==> config.mk <==
export PLATFORM = sky130hd
export DESIGN_NAME = psi_top
export DESIGN_NICKNAME = d
export VERILOG_FILES = /design/src/psi_pkg.sv /design/src/psi_evt_if.sv /design/src/psi_evt_latch.sv /design/src/psi_irq_gen.sv /design/src/psi_top.sv
export VERILOG_INCLUDE_DIRS = /design/src
export SDC_FILE = /design/constraint.sdc
export NUM_CORES = 1
export LEC_CHECK = 0
export BUFFER_PORTS_ARGS = -buffer_cell sky130_fd_sc_hd__buf_2
export CAP_MARGIN = 5
export CORE_AREA = 5 5 67 69
export DETAILED_ROUTE_END_ITERATION = 12
export DIE_AREA = 0 0 72 74
export PLACE_DENSITY = 0.78
export RECOVER_POWER = 25
export SETUP_SLACK_MARGIN = 0.05
export SYNTH_ARGS = -nofsm -noshare
export SYNTH_HDL_FRONTEND = slang
export SYNTH_SLANG_ARGS = --single-unit
==> constraint.sdc <==
create_clock -name clk_sys -period 0.95 [get_ports clk_sys]
set_input_delay 0.0475 -clock clk_sys [delete_from_list [all_inputs] [get_ports clk_sys]]
set_output_delay 0.0475 -clock clk_sys [all_outputs]
set_load 0.02 [all_outputs]
==> src/psi_map.svh <==
// Register map, field positions and reset values of the status and interrupt block
// Overview of operation
// - Status bit 8 reports negotiation versus manual mode
// - Status bit 7 mirrors the negotiation complete input
// - Status bit 5 shows reversed receive polarity, reads zero at 100 Mbps
// - Status bit 4 shows pause capability, reset zero
// - Error summary sets on any fault condition
// - Error clears only when fault sources read
// - Mask bit 7 enables negotiation done interrupt
// - Mask bit 6 enables speed change interrupt
// - Mask bit 5 enables duplex change interrupt
// - Mask bit 4 enables link change interrupt
// - Global enable bit 1 gates all event interrupts; test bit 0 bypasses it
// - Test bit 0 forces interrupt output low
// - Event bit 7 latches negotiation done, read clears
// - Event bit 6 latches speed change, read clears
// - Event bit 5 latches duplex change, read clears
// - Event bit 4 latches link change, read clears
// - Event bit 2 shows interrupt pending
`ifndef PSI_MAP_SVH
`define PSI_MAP_SVH

// ************************************************************
// Register offsets
// ************************************************************
`define PSI_ADDR_W       5
`define PSI_ADDR_STATUS2 5'h11
`define PSI_ADDR_MASK    5'h12
`define PSI_ADDR_EVENT   5'h13

// ************************************************************
// Field positions
// ************************************************************
`define PSI_B_DUPLEX     9
`define PSI_B_ANMODE     8
`define PSI_B_NEG_DONE   7
`define PSI_B_POL        5
`define PSI_B_PAUSE      4
`define PSI_B_ERR        3
`define PSI_EVT_MSB      7
`define PSI_EVT_LSB      4
`define PSI_B_PEND       2
`define PSI_B_GEN        1
`define PSI_B_FORCE      0
`define PSI_I_AN         3
`define PSI_I_SPEED      2
`define PSI_I_DUPLEX     1
`define PSI_I_LINK       0

// ************************************************************
// Reset values
// ************************************************************
`define PSI_RST_MASK     4'h0
`define PSI_RST_FLAGS    4'h0
`define PSI_RST_DATA     16'h0000

`endif

==> src/psi_pkg.sv <==
// Types shared by the status and interrupt block
package psi_pkg;

	typedef logic [4:0]  psi_addr_t;
	typedef logic [15:0] psi_data_t;
	typedef logic [3:0]  psi_evt_t;

	// ************************************************************
	// State records
	// ************************************************************
	typedef struct packed {
		psi_evt_t  mask;
		logic      gen;
		logic      irq_force_test;
		logic      err;
		logic      pause;
		psi_data_t rdata;
		logic      rvalid;
	} psi_top_s;

	typedef struct packed {
		logic     primed;
		logic     prev_an;
		logic     prev_speed;
		logic     prev_duplex;
		logic     prev_link;
		psi_evt_t flags;
	} psi_evt_s;

	typedef struct packed {
		logic pending;
		logic irq_n;
	} psi_irq_s;

	function automatic logic psi_hit(input psi_addr_t addr, input psi_addr_t target);
		psi_hit = (addr == target);
	endfunction

endpackage

==> src/psi_evt_if.sv <==
// Event flags and interrupt controls passed between the block's modules
`timescale 1ns/1ps
interface psi_evt_if;
	logic [3:0] flags;
	logic [3:0] mask;
	logic       global_irq_enable;
	logic       irq_force_test;
	logic       pending;
	logic       irq_n;

	modport evt (output flags);
	modport ctl (input flags, input pending, input irq_n,
		output mask, output global_irq_enable, output irq_force_test);
	modport irq (input flags, input mask, input global_irq_enable, input irq_force_test,
		output pending, output irq_n);
endinterface

==> src/psi_evt_latch.sv <==
// Change detection and read-clearing event flags
`timescale 1ns/1ps
`include "psi_map.svh"
module psi_evt_latch (
	// Clock and reset
	input  wire logic clk_sys,
	input  wire logic arst_n,
	input  wire logic ce,
	// Line state
	input  wire logic an_complete,
	input  wire logic speed_100,
	input  wire logic duplex_full,
	input  wire logic link_up,
	// Read of the event register
	input  wire logic clear,
	// Flags out
	psi_evt_if.evt    ev
);
	import psi_pkg::*;

	psi_evt_s st;
	psi_evt_s next_st;
	psi_evt_t hit;

	always_comb begin
		next_st = st;
		hit = 4'h0;
		if (st.primed) begin
			hit[`PSI_I_AN]     = an_complete & ~st.prev_an;
			hit[`PSI_I_SPEED]  = speed_100 ^ st.prev_speed;
			hit[`PSI_I_DUPLEX] = duplex_full ^ st.prev_duplex;
			hit[`PSI_I_LINK]   = link_up ^ st.prev_link;
		end
		next_st.primed      = 1'b1;
		next_st.prev_an     = an_complete;
		next_st.prev_speed  = speed_100;
		next_st.prev_duplex = duplex_full;
		next_st.prev_link   = link_up;
		// A new event in the clearing cycle survives the read
		next_st.flags = (clear ? 4'h0 : st.flags) | hit;
	end

	always_ff @(posedge clk_sys or negedge arst_n) begin
		if (!arst_n) begin
			st <= '0;
		end else if (ce) begin
			st <= next_st;
		end
	end

	assign ev.flags = st.flags;
endmodule // psi_evt_latch

==> src/psi_irq_gen.sv <==
// Interrupt gating, pending status and active-low output
`timescale 1ns/1ps
`include "psi_map.svh"
module psi_irq_gen (
	// Clock and reset
	input  wire logic clk_sys,
	input  wire logic arst_n,
	input  wire logic ce,
	// Flags, controls and result
	psi_evt_if.irq    ev
);
	import psi_pkg::*;

	psi_irq_s st;
	psi_irq_s next_st;

	always_comb begin
		next_st = st;
		next_st.pending = ev.global_irq_enable & (|(ev.flags & ev.mask));
		next_st.irq_n   = ~(next_st.pending | ev.irq_force_test);
	end

	always_ff @(posedge clk_sys or negedge arst_n) begin
		if (!arst_n) begin
			st <= '{pending: 1'b0, irq_n: 1'b1};
		end else if (ce) begin
			st <= next_st;
		end
	end

	assign ev.pending = st.pending;
	assign ev.irq_n   = st.irq_n;
endmodule // psi_irq_gen

==> src/psi_top.sv <==
// Upper status, interrupt mask and event registers with interrupt output
`timescale 1ns/1ps
`include "psi_map.svh"
module psi_top (
	// Clock and reset
	input  wire logic              clk_sys,
	input  wire logic              arst_n,
	input  wire logic              ce,
	// Register port
	input  wire psi_pkg::psi_addr_t reg_addr,
	input  wire psi_pkg::psi_data_t reg_wdata,
	input  wire logic              reg_wr,
	input  wire logic              reg_rd,
	output logic                   reg_rvalid,
	output psi_pkg::psi_data_t     reg_rdata,
	// Line state
	input  wire logic              an_enabled,
	input  wire logic              an_complete,
	input  wire logic              speed_100,
	input  wire logic              duplex_full,
	input  wire logic              link_up,
	input  wire logic              polarity_rev,
	input  wire logic              pause_capable,
	// Fault sources
	input  wire logic              remote_fault,
	input  wire logic              jabber,
	input  wire logic              pd_fault,
	input  wire logic              fault_src_read,
	// Interrupt
	output logic                   mgmt_irq_n
);
	import psi_pkg::*;

	psi_top_s  st;
	psi_top_s  next_st;
	psi_data_t status_word;
	psi_data_t mask_word;
	psi_data_t event_word;
	logic      rd_event;
	logic      any_fault;

	psi_evt_if ev ();

	// ************************************************************
	// Event latching and interrupt generation
	// ************************************************************
	psi_evt_latch u_evt (
		.clk_sys     (clk_sys),
		.arst_n      (arst_n),
		.ce          (ce),
		.an_complete (an_complete),
		.speed_100   (speed_100),
		.duplex_full (duplex_full),
		.link_up     (link_up),
		.clear       (rd_event),
		.ev          (ev.evt)
	);

	psi_irq_gen u_irq (
		.clk_sys (clk_sys),
		.arst_n  (arst_n),
		.ce      (ce),
		.ev      (ev.irq)
	);

	assign ev.mask              = st.mask;
	assign ev.global_irq_enable = st.gen;
	assign ev.irq_force_test    = st.irq_force_test;

	// ************************************************************
	// Read words
	// ************************************************************
	always_comb begin
		status_word = `PSI_RST_DATA;
		status_word[`PSI_B_DUPLEX] = duplex_full;
		status_word[`PSI_B_ANMODE] = an_enabled;
		status_word[`PSI_B_NEG_DONE] = an_complete;
		// Polarity has no meaning at 100 Mbps, so it reads zero there
		status_word[`PSI_B_POL]    = polarity_rev & ~speed_100;
		status_word[`PSI_B_PAUSE]  = st.pause;
		status_word[`PSI_B_ERR]    = st.err;
	end

	always_comb begin
		mask_word = `PSI_RST_DATA;
		mask_word[`PSI_EVT_MSB:`PSI_EVT_LSB] = st.mask;
		mask_word[`PSI_B_GEN]   = st.gen;
		mask_word[`PSI_B_FORCE] = st.irq_force_test;
	end

	always_comb begin
		event_word = `PSI_RST_DATA;
		event_word[`PSI_EVT_MSB:`PSI_EVT_LSB] = ev.flags;
		event_word[`PSI_B_PEND] = ev.pending;
	end

	assign rd_event  = ce & reg_rd & psi_hit(reg_addr, `PSI_ADDR_EVENT);
	assign any_fault = remote_fault | jabber | pd_fault;

	// ************************************************************
	// Register state
	// ************************************************************
	always_comb begin
		next_st = st;
		next_st.pause  = pause_capable;
		// A summary read alone leaves the bit; a new fault wins over the clear
		next_st.err    = (st.err & ~fault_src_read) | any_fault;
		next_st.rvalid = reg_rd;
		if (reg_wr && psi_hit(reg_addr, `PSI_ADDR_MASK)) begin
			// Reserved positions are not stored and read back as zero
			next_st.mask           = reg_wdata[`PSI_EVT_MSB:`PSI_EVT_LSB];
			next_st.gen            = reg_wdata[`PSI_B_GEN];
			next_st.irq_force_test = reg_wdata[`PSI_B_FORCE];
		end
		if (reg_rd) begin
			case (reg_addr)
				`PSI_ADDR_STATUS2: begin
					next_st.rdata = status_word;
				end
				`PSI_ADDR_MASK: begin
					next_st.rdata = mask_word;
				end
				`PSI_ADDR_EVENT: begin
					next_st.rdata = event_word;
				end
				default: begin
					next_st.rdata = `PSI_RST_DATA;
				end
			endcase
		end
	end

	always_ff @(posedge clk_sys or negedge arst_n) begin
		if (!arst_n) begin
			st <= '{mask: `PSI_RST_MASK, gen: 1'b0, irq_force_test: 1'b0, err: 1'b0,
				pause: 1'b0, rdata: `PSI_RST_DATA, rvalid: 1'b0};
		end else if (ce) begin
			st <= next_st;
		end
	end

	assign reg_rvalid = st.rvalid;
	assign reg_rdata  = st.rdata;
	assign mgmt_irq_n = ev.irq_n;
endmodule // psi_top

==> flow_summary.toml <==
[outcome]
status = "finished with violations"
violations = "setup timing"

[floorplanning]
design.core.area_mm2 = 0.00386
die_h_um = 74
die-area_mm2 = 0.00533
start_util_pct = 37.8
core.rowCount = 23
io_pins = 55
die_x_um = 72

[placement]
place_congestion = 0.825
dp_slack_ns = -0.262
dpl.hpwl_um = 2450
io_buffer_count = 38
dp_cells = 218

[setup_path]
endpoint_kind = "flop"
cp_max_fo = 3
critPathLaunchType = "flop"
timing.critical_path.required_ns = 1.12
critPathKind = "reg2reg"
worst_ep_arrival_time_ns = 1.33

[routing]
first_pass_iters = 4
drcViolationCount = 0
avgRoutedWirePerCell_um = 15.4
drtAntennaViolNets = 0
drt_iter0_markers = 21
routed_wl_um = 3620
vias = 1113
vias_per_cell = 4.74

[sta]
fmax_mhz = 860
fin_crit_sh_pct = 122
min_period_ns = 1.16
finClkSkew_ns = 0.00649
final_max_slew_viol_count = 0
fin_ws_ns = -0.213
rsz0062_at_grt = "yes"
setup_viol = 6
hold_viol = 0

[grt]
antenna_found_initial = 0
grt-ovfl-total = 0
grt_pass1_wl_um = 5440
grt_pass1_vias = 1134
grt_usage_pct = 13.7
grt_max_degree = 31

[synth]
synth.avg_cell_area_um2 = 11.5
synthTopCellsByArea = "dfrtp_1, mux2_2, buf_4"
synth-seq-cells = 30
async_reset_ff_share_pct = 100
syn-cell-area_mm2 = 0.00146
syn_inst = 127
synth_area_leader_cell = "dfrtp_1"
synth_most_common_cell = "dfrtp_1"
synth_edf_count = 0
synth_top_area_share_pct = 49.8
synthTopCellsByCount = "dfrtp_1, nand2_1, buf_4, mux2_2, o21ai_0"
synth.distinct_cells = 33
synth-seq-area-share_pct = 51.6
yosys_warnings = 0
dominantRegCellSynth = "dfrtp_1"

[final_layout]
fin_nets = 221
nFillCells = 342
syn_to_final_growth_pct = 40.1
multi_input_area_um2 = 667
stdcell_count = 235
regArea_um2 = 752
drive_above_1_share_pct = 50.8
diodes = 0

[clock_network]
cts-root-buf = "clkbuf_8"
cts.clk_slew.worst_paths_ns = 0.06
cts_tree = "yes"
clkLatencyLatePin_ns = 0.28
clockBufferDepth = 2
clock-sinks = 30
htree_levels = 2
cts_buffers = 5

[flow_run]
cap_violations = 0

[power]
p_per_area_mw_per_mm2 = 1510
leakagePower_nw = 0.964
vdd_ir_drop_max_v = 0.000768
total_power_mw = 3.08

[hold_path]
hp-class = "in2reg"
## logic make-up (layout without fill, tap and decap cells)
logic type             count (synthesis)  in the layout  synth area share, %
AND/OR/NAND/NOR                       33             33                 13.6
flip-flops                            30             30                 51.6
buffers and inverters                 23             76                 10.1
AO/OA/AOI/OAI                         22             22                 11.1
multiplexers                          15             15                 11.5
XOR/XNOR                               3              3                 1.80
other                                  1              6                0.257
## stage by stage
| stage | TNS [ns] | hold WS (ns) | utilization (%) | cell area (um2) |
|---|---|---|---|---|
| after floorplan | -0.931 | -0.248 | - | 1490 |
| after global placement | -2.62 | 0.00615 | 45.2 | 1740 |
| after detailed placement | -2.71 | 0.00765 | 45.2 | 1740 |
| after CTS | -0.648 | 0.00104 | 49.9 | 1920 |
| after global routing | -1.09 | 0.00944 | 53.0 | 2040 |
| final | -0.852 | 0.0164 | 53.0 | 2040 |
## power by group
| part | leakage, nW | switching, mW | internal, mW |
|---|---|---|---|
| combinational | 0.547 | 0.276 | 0.333 |
| clock | 0.0482 | 0.443 | 0.583 |
| sequential | 0.368 | 0.0691 | 1.38 |
## metal layers
metal | vias to the layer above | share of wire, % | GRT usage, %
met5 | - | 0 | 0
met4 | 0 | 2.6 | 6.68
met3 | 9 | 4.9 | 3.78
met2 | 34 | 51 | 22.7
met1 | 532 | 41 | 16.5
li1 | 538 | - | -
## cell usage in the layout, fill, tap and decap left out, drive strengths merged
| cell type | count |
|---|---|
| a21boi | 1 |
| a21o | 1 |
| a21oi | 1 |
| a221o | 3 |
| a22o | 1 |
| a22oi | 2 |
| a32o | 1 |
| and2 | 2 |
| and3 | 1 |
| and4bb | 1 |
| buf | 56 |
| clkbuf | 8 |
| clkinv | 1 |
| conb | 6 |
| dfrtp | 29 |
| dfstp | 1 |
| dlygate4sd3 | 7 |
| inv | 4 |
| mux2 | 14 |
| mux2i | 1 |
| nand2 | 19 |
| nand2b | 1 |
| nand4bb | 1 |
| nor2 | 1 |
| nor3 | 1 |
| nor3b | 1 |
| nor4 | 3 |
| o21ai | 7 |
| o2bb2ai | 3 |
| o31ai | 2 |
| or2 | 2 |
| xnor2 | 3 |
## area by class of cell
| type | instances | area share, % |
|---|---|---|
| Sequential cell | 30 | 36.8 |
| Multi-Input combinational cell | 79 | 32.7 |
| Timing Repair Buffer | 64 | 22.2 |
| Clock buffer | 7 | 4.23 |
| Tap cell | 50 | 3.06 |
| Inverter | 4 | 0.735 |
| Clock inverter | 1 | 0.245 |
## what timing repair did
item                                    CTS  global route
endpoints found under the setup margin   12            18
resized for setup                         5            25
hold endpoints to repair                 33             1
buffers inserted                          1             2
cloned                                    0             0
pin swaps                                 3             4
hold buffers                              6             1
## path summary, 6_finish.rpt
check | start | endpoint | slack, ns | cells after the start
max in group asynchronous | arst_n | u_irq.ev.irq_n | 0.29 | 3
max reg2reg | u_evt.ev.flags[0] | u_irq.ev.pending | -0.21 | 3
min reg2reg | u_evt.st[8] | u_evt.st[8] | 0.47 | 1
max | u_evt.ev.flags[0] | u_irq.ev.pending | -0.21 | 3
min | reg_wdata[0] | ev.irq_force_test | 0.02 | 2
min in group asynchronous | arst_n | u_evt.st[4] | 0.34 | 3
## sequential cells by signal (all words and copies together), names as in the netlist
signal,count
ev.irq_force_test,1
u_irq.ev.pending,1
st,2
ev.global_irq_enable,1
u_irq.ev.irq_n,1
reg_rvalid,1
u_evt.ev.flags,4
u_evt.st,5
ev.mask,4
reg_rdata,10
## worst max-delay path, cell delays in order (launching register included)
cell and delay, ns:
dfrtp_1 0.41, a22oi_1 0.26, a21boi_2 0.11, mux2_4 0.26
(Power assumes the default switching activity.)
